$ cat config.mk
export PLATFORM = sky130hd
export DESIGN_NAME = irm_top
export DESIGN_NICKNAME = d
export VERILOG_FILES = /design/src/rtl/irm_pkg.sv /design/src/rtl/irm_chan_filter.sv /design/src/rtl/irm_top.sv
export SDC_FILE = /design/constraint.sdc
export NUM_CORES = 1
export LEC_CHECK = 0
export BUFFER_PORTS_ARGS = -buffer_cell sky130_fd_sc_hd__buf_2
export CAP_MARGIN = 20
export CELL_PAD_IN_SITES_DETAIL_PLACEMENT = 0
export CELL_PAD_IN_SITES_GLOBAL_PLACEMENT = 1
export CORE_MARGIN = 2
export CORE_UTILIZATION = 34
export CTS_BUF_LIST = sky130_fd_sc_hd__clkbuf_2 sky130_fd_sc_hd__clkbuf_4 sky130_fd_sc_hd__clkbuf_8
export DETAILED_ROUTE_END_ITERATION = 6
export PLACE_DENSITY = 0.83
export SETUP_SLACK_MARGIN = 0.2
export SLEW_MARGIN = 20
export SYNTH_ARGS = -nofsm -noshare
export SYNTH_HDL_FRONTEND = slang
export SYNTH_SLANG_ARGS = --single-unit
$ cat constraint.sdc
create_clock -name mclk -period 2.35 [get_ports mclk]
set_input_delay 0.5875 -clock mclk [delete_from_list [all_inputs] [get_ports mclk]]
set_output_delay 0.5875 -clock mclk [all_outputs]
set_load 0.005 [all_outputs]
$ cat src/rtl/irm_pkg.sv
/*
 * Constants and types for the upper isochronous receive channel mask:
 * register offsets, control field positions, reset values, bus codes.
 * Assumes a 32-bit AHB-Lite bus with word-aligned registers.
 */
package irm_pkg;

    // ------------------------------------------------------------------
    // Register map (byte addresses)
    // ------------------------------------------------------------------
    localparam logic [7:0]  MASK_SET_OFS   = 8'h70;
    localparam logic [7:0]  MASK_CLEAR_OFS = 8'h74;
    localparam logic [7:0]  CONTROL_OFS    = 8'h90;

    // ------------------------------------------------------------------
    // Control register fields
    // ------------------------------------------------------------------
    localparam int          CTRL_LINK_BIT  = 0;
    localparam int          CTRL_SRST_BIT  = 1;

    // ------------------------------------------------------------------
    // Reset values, channel base and widths
    // ------------------------------------------------------------------
    localparam logic [31:0] MASK_RESET     = 32'h0000_0000;
    localparam logic [31:0] RDATA_RESET    = 32'h0000_0000;
    localparam logic [5:0]  CHAN_BASE      = 6'h20;
    localparam int          MASK_W         = 32;

    // ------------------------------------------------------------------
    // AHB codes
    // ------------------------------------------------------------------
    localparam logic [1:0]  HTRANS_NONSEQ  = 2'h2;
    localparam logic [1:0]  HTRANS_SEQ     = 2'h3;
    localparam logic        HRESP_OKAY     = 1'h0;

    typedef enum logic [1:0] {
        SEL_NONE,
        SEL_SET,
        SEL_CLEAR,
        SEL_CTRL
    } irm_sel_t;

endpackage

$ cat src/rtl/irm_chan_filter.sv
/*
 * Channel filter: decides whether an isochronous packet on one of the
 * upper 32 channels is received. Purely combinational.
 * Assumes the caller registers the verdict and supplies a stable mask.
 */
`timescale 1ns/1ns

module irm_chan_filter (
    input  wire logic [31:0] mask,
    input  wire logic        link_connect_control,
    input  wire logic        pkt_valid,
    input  wire logic        pkt_iso,
    input  wire logic [5:0]  pkt_channel,
    output logic             accept,
    output logic             reject
);

    // ------------------------------------------------------------------
    // Bit select for a channel
    // ------------------------------------------------------------------
    function automatic logic chan_enabled(input logic [31:0] m, input logic [5:0] ch);
        logic [4:0] idx;
        idx = 5'(ch - irm_pkg::CHAN_BASE);   // bit n enables channel n+32
        return m[idx];
    endfunction

    logic upper;

    always_comb begin
        upper  = pkt_valid && pkt_iso && (pkt_channel >= irm_pkg::CHAN_BASE);
        // Disconnected link drops everything
        accept = upper && link_connect_control && chan_enabled(mask, pkt_channel);
        reject = upper && !(link_connect_control && chan_enabled(mask, pkt_channel));
    end

endmodule

$ cat src/rtl/irm_top.sv
/*
 * Upper isochronous receive channel mask (channels 32..63) with an
 * AHB-Lite register slave and the receive filter verdict for packets.
 * Assumes one clock, synchronous active-low reset, single word transfers,
 * and packet descriptors produced by logic on the same clock.
 */
// Our own choice: the AHB-Lite slave port.
// Operation
// - Receive upper channel only when bit set
// - Write 1s: 70h sets, 74h clears
// - Reads of either address return mask
// - Bit 31 is channel 63, descending
// - Bit 0 enables channel 32
// - Link disconnected: no packets received

`timescale 1ns/1ns

module irm_top (
    input  wire logic        mclk,
    input  wire logic        reset_n,
    input  wire logic        clk_en,
    // AHB-Lite slave
    input  wire logic        hsel,
    input  wire logic [31:0] haddr,
    input  wire logic [1:0]  htrans,
    input  wire logic        hwrite,
    input  wire logic [2:0]  hsize,
    input  wire logic [31:0] hwdata,
    input  wire logic        hready,
    output logic             hreadyout,
    output logic [31:0]      hrdata,
    output logic             hresp,
    // Receive path
    input  wire logic        pkt_valid,
    input  wire logic        pkt_iso,
    input  wire logic [5:0]  pkt_channel,
    output logic             pkt_accept,
    output logic             pkt_reject,
    output logic [31:0]      iso_rx_mask,
    output logic             link_connect_control
);

    // ------------------------------------------------------------------
    // State
    // ------------------------------------------------------------------
    typedef struct packed {
        logic [31:0]       mask;
        logic              link_en;
        logic              wr_pend;
        irm_pkg::irm_sel_t wr_sel;
        logic [31:0]       rdata;
        logic              ready;
        logic              resp;
        logic              accept;
        logic              reject;
    } irm_state_t;

    irm_state_t st_reg;
    irm_state_t st_next;

    // Reset image of all state
    localparam irm_state_t ST_RESET = '{
        mask:    irm_pkg::MASK_RESET,
        link_en: 1'b0,
        wr_pend: 1'b0,
        wr_sel:  irm_pkg::SEL_NONE,
        rdata:   irm_pkg::RDATA_RESET,
        ready:   1'b1,
        resp:    irm_pkg::HRESP_OKAY,
        accept:  1'b0,
        reject:  1'b0
    };

    logic       filt_accept;
    logic       filt_reject;
    logic       addr_phase;
    logic [31:0] mask_after_wr;
    logic       link_after_wr;
    logic       srst_req;

    // ------------------------------------------------------------------
    // Address decode
    // ------------------------------------------------------------------
    function automatic irm_pkg::irm_sel_t decode(input logic [31:0] a);
        irm_pkg::irm_sel_t s;
        s = irm_pkg::SEL_NONE;
        if (a[7:2] == irm_pkg::MASK_SET_OFS[7:2]) begin
            s = irm_pkg::SEL_SET;
        end else if (a[7:2] == irm_pkg::MASK_CLEAR_OFS[7:2]) begin
            s = irm_pkg::SEL_CLEAR;
        end else if (a[7:2] == irm_pkg::CONTROL_OFS[7:2]) begin
            s = irm_pkg::SEL_CTRL;
        end
        return s;
    endfunction

    // ------------------------------------------------------------------
    // Mask after a write data phase
    // ------------------------------------------------------------------
    function automatic logic [31:0] write_mask(input irm_pkg::irm_sel_t s,
                                               input logic [31:0]       m,
                                               input logic [31:0]       d);
        logic [31:0] r;
        r = m;
        if (s == irm_pkg::SEL_SET) begin
            r = m | d;
        end else if (s == irm_pkg::SEL_CLEAR) begin
            r = m & ~d;
        end
        return r;
    endfunction

    // ------------------------------------------------------------------
    // Read data for a register
    // ------------------------------------------------------------------
    function automatic logic [31:0] read_word(input irm_pkg::irm_sel_t s,
                                              input logic [31:0]       m,
                                              input logic              l);
        logic [31:0] r;
        r = irm_pkg::RDATA_RESET;
        unique case (s)
            irm_pkg::SEL_SET, irm_pkg::SEL_CLEAR: begin
                r = m;
            end
            irm_pkg::SEL_CTRL: begin
                r[irm_pkg::CTRL_LINK_BIT] = l;
            end
            irm_pkg::SEL_NONE: begin
                r = irm_pkg::RDATA_RESET;
            end
        endcase
        return r;
    endfunction

    // ------------------------------------------------------------------
    // Packet filter
    // ------------------------------------------------------------------
    irm_chan_filter u_filter (
        .mask                 (st_reg.mask),
        .link_connect_control (st_reg.link_en),
        .pkt_valid            (pkt_valid),
        .pkt_iso              (pkt_iso),
        .pkt_channel          (pkt_channel),
        .accept               (filt_accept),
        .reject               (filt_reject)
    );

    // ------------------------------------------------------------------
    // Next state
    // ------------------------------------------------------------------
    always_comb begin
        st_next       = st_reg;
        addr_phase    = hsel && hready &&
                        (htrans == irm_pkg::HTRANS_NONSEQ || htrans == irm_pkg::HTRANS_SEQ);
        mask_after_wr = st_reg.mask;
        link_after_wr = st_reg.link_en;
        srst_req      = 1'b0;

        // Data phase of a pending write
        if (st_reg.wr_pend) begin
            unique case (st_reg.wr_sel)
                irm_pkg::SEL_SET, irm_pkg::SEL_CLEAR: begin
                    mask_after_wr = write_mask(st_reg.wr_sel, st_reg.mask, hwdata);
                end
                irm_pkg::SEL_CTRL: begin
                    link_after_wr = hwdata[irm_pkg::CTRL_LINK_BIT];
                    srst_req      = hwdata[irm_pkg::CTRL_SRST_BIT];
                end
                irm_pkg::SEL_NONE: begin
                    mask_after_wr = st_reg.mask;
                end
            endcase
        end

        // Software reset returns mask and link control to reset values
        if (srst_req) begin
            mask_after_wr = irm_pkg::MASK_RESET;
            link_after_wr = 1'b0;
        end

        st_next.mask    = mask_after_wr;
        st_next.link_en = link_after_wr;
        st_next.wr_pend = 1'b0;
        st_next.wr_sel  = irm_pkg::SEL_NONE;
        st_next.rdata   = irm_pkg::RDATA_RESET;
        st_next.ready   = 1'b1;
        st_next.resp    = irm_pkg::HRESP_OKAY;

        // Address phase: latch write target or fetch read data
        if (addr_phase) begin
            if (hwrite) begin
                st_next.wr_pend = 1'b1;
                st_next.wr_sel  = decode(haddr);
            end else begin
                st_next.rdata = read_word(decode(haddr), mask_after_wr, link_after_wr);
            end
        end

        st_next.accept = filt_accept;
        st_next.reject = filt_reject;
    end

    // ------------------------------------------------------------------
    // Registers
    // ------------------------------------------------------------------
    always_ff @(posedge mclk) begin
        if (!reset_n) begin
            st_reg <= ST_RESET;
        end else if (clk_en) begin
            st_reg <= st_next;
        end
    end

    // ------------------------------------------------------------------
    // Outputs
    // ------------------------------------------------------------------
    assign hreadyout            = st_reg.ready;
    assign hrdata               = st_reg.rdata;
    assign hresp                = st_reg.resp;
    assign pkt_accept           = st_reg.accept;
    assign pkt_reject           = st_reg.reject;
    assign iso_rx_mask          = st_reg.mask;
    assign link_connect_control = st_reg.link_en;

endmodule

# Word-level counts from Yosys, hierarchy flattened
# Index checks and enable logic that the tools add are counted.
[word_totals]
register_bits = 70
latchBits = 0
ram_bits = 0
mem_bits_ro = 0
in_bits = 83
output_inout_bits = 69
word_cells = 59
memories = 0
[op_classes]
addsub = 1
n_mul = 0
div_mod_pow = 0
magnitude_cmp = 2
n_eq_ne = 11
shift = 0
muxes = 22
bitwise_logic = 3
n_reduce_logical = 13
[ops]
columns = ["operator", "count"]
rows = [
  ["$mux 32", 6],
  ["$mux 35", 1],
  ["$and 32x32->32", 1],
  ["$not 32->32", 1],
  ["$or 32x32->32", 1],
  ["$mux 31", 1],
  ["$eq 2x2->1 const B", 6],
  ["$eq 6x5->1 const B", 2],
  ["$mux 2", 5],
  ["$logic_and 1x1->1", 8],
  ["$eq 6x6->1 const B", 1],
  ["$ge 6x6->1 const B", 1],
  ["$lt 5x6->1 const B", 1],
  ["$mux 1", 6],
  ["$bmux 1 s5", 1],
  ["$sub 5x1->5 const B", 1],
  ["$eq 2x1->1 const B", 2],
  ["$reduce_or 2->1", 2],
  ["$mux 3", 1],
  ["$pmux 1 s3", 1],
  ["$logic_not 2->1", 1],
  ["$logic_not 1->1", 1],
  ["$logic_or 1x1->1", 1],
]

# Longest topological paths before layout
# Gate-level depths: netlist of run 1.
[depth]
depth_word = 11
ltp_mapped = 8
depth_no_buf = 6

# By module
# A second synthesis of run 1 with hierarchy kept.
[unflattened]
cells_unflattened = 423
hier_area_um2 = 3632.2
[by_module_without_submodules]
columns = ["module", "n_inst", "cells_per_inst", "area_each_um2", "seq_area_each_um2"]
rows = [
  ["irm_top", 1, 398, 3303.2, 1401.3],
  ["irm_chan_filter", 1, 25, 329.1, 0.0],
]

# Worst setup path after synthesis of run 1
# No wires, ideal clock.
[synth_path]
path_type = "input to register"
start = "in haddr[2]"
end = "reg st_reg (netlist bit hrdata[29])"
setup_ns = 0.128
arrival_time_ns = 2.246
t_required_ns = 2.222
slack_ns = -0.023
stages = 7
n_path_buf = 1
cell_sequence = "or4b_2 a21oi_1 ha_1 nand3b_1 clkbuf_1 o32a_1 nor2_1"
[synth_via]
elab_chain_cells = 11
elab_cells_between_ends = 14
classes_between = "5 x eq/ne; 8 x mux; 1 x reduce/logical"
[synth_rtl]
columns = ["element", "line_no", "rtl"]
rows = [
  ["start: declaration", "irm_top.sv:24", "input wire logic [31:0] haddr,"],
  ["$eq 6x6->1", "irm_top.sv:91", "end else if (a[7:2] == irm_pkg::CONTROL_OFS[7:2]) begin"],
  ["$mux 2", "irm_top.sv:91", ""],
  ["$mux 2", "irm_top.sv:89", "end else if (a[7:2] == irm_pkg::MASK_CLEAR_OFS[7:2]) begin"],
  ["$mux 2 *", "irm_top.sv:87", "if (a[7:2] == irm_pkg::MASK_SET_OFS[7:2]) begin"],
  ["$mux 2 *", "irm_top.sv:191", "if (hwrite) begin"],
  ["$mux 2 *", "irm_top.sv:190", "if (addr_phase) begin"],
  ["$eq 2x1->1 / $eq 2x2->1 (equally long branches)", "irm_top.sv:121", "unique case (s)"],
  ["$reduce_or 2->1 *", "irm_top.sv:121", ""],
  ["$mux 31 *", "irm_top.sv:121", ""],
  ["$mux 32 *", "irm_top.sv:191", ""],
  ["$mux 35 *", "irm_top.sv:190", ""],
  ["end signal: assignment", "irm_top.sv:210", "st_reg <= st_next;"],
  ["end: declaration", "irm_top.sv:58", "irm_state_t st_reg;"],
]
# Every way passes the cells marked *; elsewhere a longest branch is shown, timed or not. The select of a mux whose other input is x is not followed.
# A chain may end at the register's enable or synchronous reset.

# Final worst setup path of run 1
[layout_path]
start = "in haddr[2]"
end = "reg st_reg (netlist bit hrdata[28])"
# Same word-level chain as after synthesis.

==> summary.md, run 1 <==
| Metric | Value |
|---|---|
| Status | `completed` |
| Cell Pwr Density | `477 nW/um2` |
| Root Buffer | `clkbuf_8` |
| Synth unique cells | `38` |
| Hold Crit Start | `hwrite` |
| Die height | `117 um` |
| Async S/R FF share, synth | `0%` |
| Hold-fix buffers at CTS | `0` |
| Top FF cell, synth | `dfxtp_1` |
| Most numerous cell in the Yosys netlist | `dfxtp_1` |
| Util after Layout | `39.3%` |
| WS Path Type | `in2reg` |
| Final Setup Violations | `0` |
| DR WL/cell | `17.3 um` |
| Total grt overflow | `0` |
| Clk buf depth | `2` |
| Layout cell share with drive strength beyond 1 | `30.9%` |
| Mapped Area | `between 4000 and 5000 um2` |
| Sequential fraction of the synthesis area | `32.1%` |
| Cells on worst reg2reg path | `8` |
| Fin nets | `642` |
| Initial antenna violation count | `0` |
| Total routed wirelength | `12700 um` |
| Routed vias | `3948` |
| Cell row count | `a little over 40` |
| Worst min path class | `in2reg` |
| Die extent in x | `117 um` |
| Post-synth EDFFs | `0` |
| Largest cells by area after synthesis | `dfxtp_1 32%, buf_4 11%, a21oi_1 6.9%, a32o_1 6.7%, nand4b_1 6.6%` |
| Dpl cells | `712` |
| Hold Path Stages | `2` |
| R2r startpoint | `st_reg[36]` |
| Crit. End Element | `register` |
| Synth top area share | `between 30 and 40%` |
| Peak Freq | `0.486 GHz` |
| HPWL after DPL | `8600 um` |
| Starting Density | `34.7%` |
| Synth Warn # | `0` |
| Yosys top cell by area | `dfxtp_1` |
| Startpoint type of the worst setup path | `input port` |
| R2R Path End | `hrdata[29]` |
| Routed Antenna Nets | `0` |
| Skew final | `0.00552 ns` |
| Required time worst endpoint | `2.64 ns` |
| Final hold vios | `0` |
| Worst Hold Endpoint | `hrdata[0]` |
| Number of synthesized register bits | `70` |
| Unrepaired setup endpoints after global routing | `false` |
| First-pass GRT wire length | `~19000 um` |
| Post-Syn Area per Cell | `8.55 um2` |
| Core area | `12600 um2` |
| Area Overhead vs Synth | `13.3%` |
| Latest clock arrival within the worst-skew pair | `between 0.3 and 0.4 ns` |
| Vias in the first global route | `3660` |
| Syn Nets | `597` |
| CTS sink cnt | `70` |
| N_diodes | `0` |
| DRC errors left | `0` |
| Max-cap violation count | `0` |
| Pre-CTS setup slack | `-0.0911 ns` |
| Fin crit period | `2.06 ns` |
| Reg2Reg Setup Slack | `roughly 0.40 ns` |
| Max IR drop VDD | `190 uV` |
| Critical path data arrival time | `about 2.4 ns` |
| Final std cells w/o fill | `732` |
| Die area | `13700 um2` |
| Post-route clock period utilization | `87.6%` |
| Pwr Total | `between 2 and 2.5 mW` |
| Initial drt markers | `about 300` |
| Hold slack final | `0.436 ns` |
| DRT Pass-1 Iters | `5` |
| Via density | `between 5 and 6` |
| Top-Level Pins | `152` |
| CTS tree | `yes` |
| Setup ws final | `a little under 0.3 ns` |
| Total track usage | `17.8%` |
| H-tree levels | `3` |
| Clk slew on worst S/H paths | `0.08 ns` |
| Commonest cells in the netlist | `70 x dfxtp_1, 66 x buf_4, 60 x a21oi_1, 36 x clkbuf_1` |
| Cell leakage power | `roughly 1.9 nW` |
| Cell count after synthesis | `slightly above 500` |
| Largest net degree at the start of global routing | `just under 60` |
| Max Slew Vio Count | `0` |
| Port buffer count | `about 120` |
| GP Congestion | `0.772` |
| Crit Path Max Fanout | `4` |
| CTS buffer count | `9` |
[worst max path at each step]
stage,end,startpoint,cells after the start,slack [ns]
after floorplan,hrdata[29],haddr[5],7,0.22
after global placement,hrdata[20],haddr[5],8,-0.08
after detailed placement,hrdata[10],haddr[5],8,-0.09
after CTS,hrdata[20],st_reg[37],7,0.24
after global routing,hrdata[29],haddr[2],9,0.23
final,hrdata[28],haddr[2],9,0.29
[area by class of cell]
| cell class | instances | area, um2 |
|---|---|---|
| well taps | 172 | 215 |
| flip-flops and latches | 70 | 1400 |
| fillers | 1280 | 7630 |
| multi-input cells | 317 | 2250 |
| inverters | 10 | 37.5 |
| clock buffers | 10 | 138 |
| clock inverters | 6 | 61.3 |
| repair buffers | 147 | 842 |
[placed cells by master, fill, tap and decap left out, drive strengths merged, types with 2 or more instances in the layout]
cell type,netlist,layout
nor2,9,9
clkinv,1,5
o21a,3,3
a21oi,60,60
nand2b,33,33
a32o,29,29
buf,77,147
mux2i,15,15
a221oi,3,3
a2bb2oi,2,2
mux4,5,5
clkbuf,36,10
and2,2,2
a32oi,4,4
o32a,3,3
dfxtp,70,70
ha,4,4
nand4b,33,33
nand3,30,30
conb,2,2
inv,9,9
nor2b,8,8
nor3b,3,3
nand3b,31,31
nand2,29,29
[cells by family after synthesis]
kind of cell	after synthesis	share of synthesized area, %
multiplexers	20	6.20
flip-flops	70	32.1
adder cells (fa/ha/maj)	4	1.15
buffers and inverters	123	16.8
AO/OA/AOI/OAI	108	17.2
other	2	0.172
AND/OR/NAND/NOR	183	26.3
[power by group]
part,internal [mW],switching [mW],total (mW),leakage (nW)
Clock,0.515,0.479,0.995,0.102
Sequential,1.19,0.000460,1.19,0.564
Combinational,0.0744,0.101,0.175,1.24
Total,1.78,0.581,2.36,1.91
[layer usage]
| layer | vias up | wire length, um | global-route usage [%] |
|---|---|---|---|
| li1 | 1878 | - | - |
| met5 | - | 0 | 0 |
| met4 | 0 | 169 | 7.14 |
| met1 | 1905 | 5710 | 22.9 |
| met3 | 17 | 775 | 3.45 |
| met2 | 148 | 6030 | 29.3 |
[worst max-delay path, stage by stage]
cell and delay, ns:
buf_2 0.11, or4b_4 0.52, a21oi_2 0.17, ha_1 0.17, nand3b_1 0.10, buf_6 0.15, buf_4 0.13, o32a_1 0.31
nor2_1 0.09
[through the flow]
stage                     TNS [ns]  instance area (um2)
after floorplan                  0                 4380
after global placement       -1.64                 4700
after detailed placement     -1.94                 4700
after CTS                        0                 4900
after global routing             0                 4940
final                            0                 4940
[what timing repair did]
action                                  CTS  global route
endpoints found under the setup margin    0            38
buffers inserted                          0             3
endpoints found under the hold margin     0             0
resized for setup                         0             7
Note: power is estimated with default switching activity, not from simulation.
==> run 2, diff against run 1 <==
--- a/config.mk
+++ b/config.mk
@@ -5,6 +5,7 @@
 export SDC_FILE = /design/constraint.sdc
 export NUM_CORES = 1
 export LEC_CHECK = 0
+export ABC_CLOCK_PERIOD_IN_PS = 2350
 export BUFFER_PORTS_ARGS = -buffer_cell sky130_fd_sc_hd__buf_2
 export CAP_MARGIN = 20
 export CELL_PAD_IN_SITES_DETAIL_PLACEMENT = 0
@@ -14,6 +15,7 @@
 export CTS_BUF_LIST = sky130_fd_sc_hd__clkbuf_2 sky130_fd_sc_hd__clkbuf_4 sky130_fd_sc_hd__clkbuf_8
 export DETAILED_ROUTE_END_ITERATION = 6
 export PLACE_DENSITY = 0.83
+export REMOVE_ABC_BUFFERS = 1
 export SETUP_SLACK_MARGIN = 0.2
 export SLEW_MARGIN = 20
 export SYNTH_ARGS = -nofsm -noshare
==> run 2 against run 1 <==
  * Critical path depth stayed put
  * Final cell count is 0.55% lower
  * Register-to-register slack worse by 0.02 ns
  * Utilization is 0.13 points higher
  * Final area is 0.33% higher
  * Sequential power hardly changed
  * First-iteration DRC count is 11% lower
  * Global-route usage is 0.27 points higher
  * Critical path type unchanged
  * Routed wire length is 1.1% lower
==> summary.md, run 2 (synthesis results as in run 1) <==
| Metric | Value |
|---|---|
| Required time worst endpoint | `2.60 ns (-0.04 ns)` |
| Port buffer count | `119 (unchanged)` |
| Cell leakage power | `1.91 nW (+0.21%)` |
| Die height | `117 um (unchanged)` |
| Layout cell share with drive strength beyond 1 | `30.8% (-0.14 points)` |
| Via density | `5.31 (-1.6%)` |
| Skew final | `0.00685 ns (+0.00134 ns)` |
| Core area | `12600 um2 (unchanged)` |
| Top-Level Pins | `152 (unchanged)` |
| Met1 WL | `5570 um (-2.4%)` |
| Metal3 WL | `635 um (-18%)` |
| Clk slew on worst S/H paths | `0.07 ns (about the same)` |
| Pre-CTS setup slack | `-0.219 ns (-0.128 ns)` |
| Comb pwr share | `7.5% (about the same)` |
| Hold Path Stages | `2 (unchanged)` |
| Crit. End Element | `register` |
| Fill cells | `1299 (+1.5%)` |
| R2R Path End | `iso_rx_mask[28]` |
| GP Congestion | `0.784 (+1.5%)` |
| Routed Antenna Nets | `0 (unchanged)` |
| DRC errors left | `0 (unchanged)` |
| Max IR drop VDD | `231 uV (+21%)` |
| Power share of the sequential group | `49.9% (-0.4 points)` |
| R2r startpoint | `st_reg[36]` |
| Crit Path Max Fanout | `7 (+3)` |
| Fin nets | `639 (-0.47%)` |
| Cells along the critical path | `buf_2 > or3b_2 > a211oi_2 > ha_1 > nand3b_1 > buf_4 > clkbuf_4 > nand3b_1 > a21oi_1` |
| Die area | `13700 um2 (unchanged)` |
| Total track usage | `18.1% (+0.27 points)` |
| CTS buffer count | `9 (unchanged)` |
| Worst Hold Endpoint | `hrdata[0]` |
| Hold slack final | `0.425 ns (-0.0106 ns)` |
| Vias in the first global route | `3633 (-0.74%)` |
| Area Overhead vs Synth | `13.7%` |
| Root Buffer | `clkbuf_8` |
| Total negative slack | `0 ns (unchanged)` |
| Largest net degree at the start of global routing | `78 (+34%)` |
| Max-cap violation count | `0 (unchanged)` |
| Critical path data arrival time | `2.34 ns (about the same)` |
| Setup ws final | `0.253 ns (-0.0400 ns)` |
| Commonest non-fill, non-tap cell in the layout | `buf_2` |
| Bufs and invs on worst path | `3 (unchanged)` |
| Pwr Total | `2.38 mW (+0.96%)` |
| Startpoint type of the worst setup path | `input port` |
| Hold Crit Start | `hwrite` |
| P_int | `1.82 mW (+2.7%)` |
| Largest stage delay on the critical path | `0.47 ns (-0.05 ns)` |
| Worst min path class | `in2reg` |
| Slowest CP cell | `or3b_2` |
| Clk buf depth | `2 (unchanged)` |
| Total grt overflow | `0 (unchanged)` |
| Rel. slew slack | `60.9%` |
| Max Slew Vio Count | `0 (unchanged)` |
| Starting Density | `34.7% (unchanged)` |
| Top Layer Used | `met4` |
| Design area | `4960 um2 (+0.33%)` |
| Reg2Reg Setup Slack | `0.38 ns (-0.02 ns)` |
| N_diodes | `0 (unchanged)` |
| Cell row count | `41 (unchanged)` |
| CTS sink cnt | `70 (unchanged)` |
| Final hold vios | `0 (unchanged)` |
| WS Path Type | `in2reg` |
| Post-route clock period utilization | `89.3% (+1.7 points)` |
| Unrepaired setup endpoints after global routing | `false` |
| Routed vias | `3864 (-2.1%)` |
| Cell Pwr Density | `480 nW/um2 (+0.63%)` |
| Clk pwr share | `42.7% (+0.5 points)` |
| Post-DP Area | `4680 um2 (-0.37%)` |
| CTS tree | `yes` |
| Slew @ Worst Pin | `0.586 ns` |
| Status | `completed` |
| Peak Freq | `0.477 GHz (-1.9%)` |
| Met2 WL | `6190 um (+2.6%)` |
| Sw frac | `23.4% (-1.3 points)` |
| Initial antenna violation count | `0 (unchanged)` |
| CP top delay family | `simple AND/OR/NAND/NOR gates` |
| H-tree levels | `3 (unchanged)` |
| Cells on worst reg2reg path | `8 (unchanged)` |
| HPWL after DPL | `8120 um (-5.6%)` |
| Crit path top cell by count | `nand3b_1` |
| Fin crit period | `2.10 ns (+0.0400 ns)` |
| Die extent in x | `117 um (unchanged)` |
| First-pass GRT wire length | `19000 um (+1.4%)` |
| DR WL/cell | `17.2 um (-0.52%)` |
| DRT Pass-1 Iters | `4 (-1)` |
| Final Setup Violations | `0 (unchanged)` |
| Commonest non-fill, non-tap cells in the layout | `119 x buf_2, 70 x dfxtp_1, 57 x a21oi_1` |
| Switch Pwr | `0.556 mW (-4.4%)` |
| Latest clock arrival within the worst-skew pair | `0.36 ns (about the same)` |
| Initial drt markers | `268 (-11%)` |
| Total routed wirelength | `12600 um (-1.1%)` |
| Hold-fix buffers at CTS | `0 (unchanged)` |
[run 2: cell types whose count changed in the layout (fill, tap and decap cells not counted), sizes merged]
cell	change
clkinvlp	-1
buf	-5
clkbuf	+6
clkinv	-4
[run 2: layout make-up]
type,instances,area (um2),share of cell area [%]
Clock buffer,14,168,3.38
Timing Repair Buffer,144,855,17.2
Inverter,10,37.5,0.757
Tap cell,172,215,4.34
Sequential cell,70,1400,28.3
Clock inverter,1,30.0,0.606
Multi-Input combinational cell,317,2250,45.4
[run 2: worst max-delay path by stage]
stage / from / to / slack [ns] / depth (start not counted)
2_1_floorplan: st_reg[38] / hrdata[0] / -0.51 / 3
3_3_place_gp: haddr[2] / hrdata[1] / -0.24 / 8
3_5_place_dp: haddr[2] / hrdata[1] / -0.22 / 8
4_1_cts: haddr[2] / hrdata[1] / 0.20 / 8
5_1_grt: haddr[5] / hrdata[13] / 0.21 / 9
6_report: haddr[5] / hrdata[9] / 0.25 / 9
[run 2: repair_timing]
item,in CTS,in global routing
cloned,0,2
setup endpoints to repair,18,42
gates resized for setup,2,6
buffers inserted,0,3
pin swaps,0,5
[run 2: power by group through the flow]
stage               clock (mW)  combinational [mW]  sequential (mW)
detailed placement           0               0.175             1.21
finish                    1.01               0.177             1.19
global route              1.09               0.192             1.19
floorplan                    0              0.0490             1.22
global placement             0               0.172             1.21
CTS                       1.05               0.176             1.19
[run 2: metal layers]
layer / track usage (%) / up-vias
met1: 23.5 / 1867
li1: - / 1864
met4: 7.37 / 0
met5: 0 / -
met3: 3.55 / 14
met2: 29.5 / 119
[run 2: metrics by stage]
| step | instances | util (%) |
|---|---|---|
| finish | 728 | 39.5 |
| global route | 728 | 39.5 |
| CTS | 723 | 38.9 |
| detailed placement | 708 | 37.2 |
| global placement | 708 | 37.2 |
| floorplan | 397 | - |
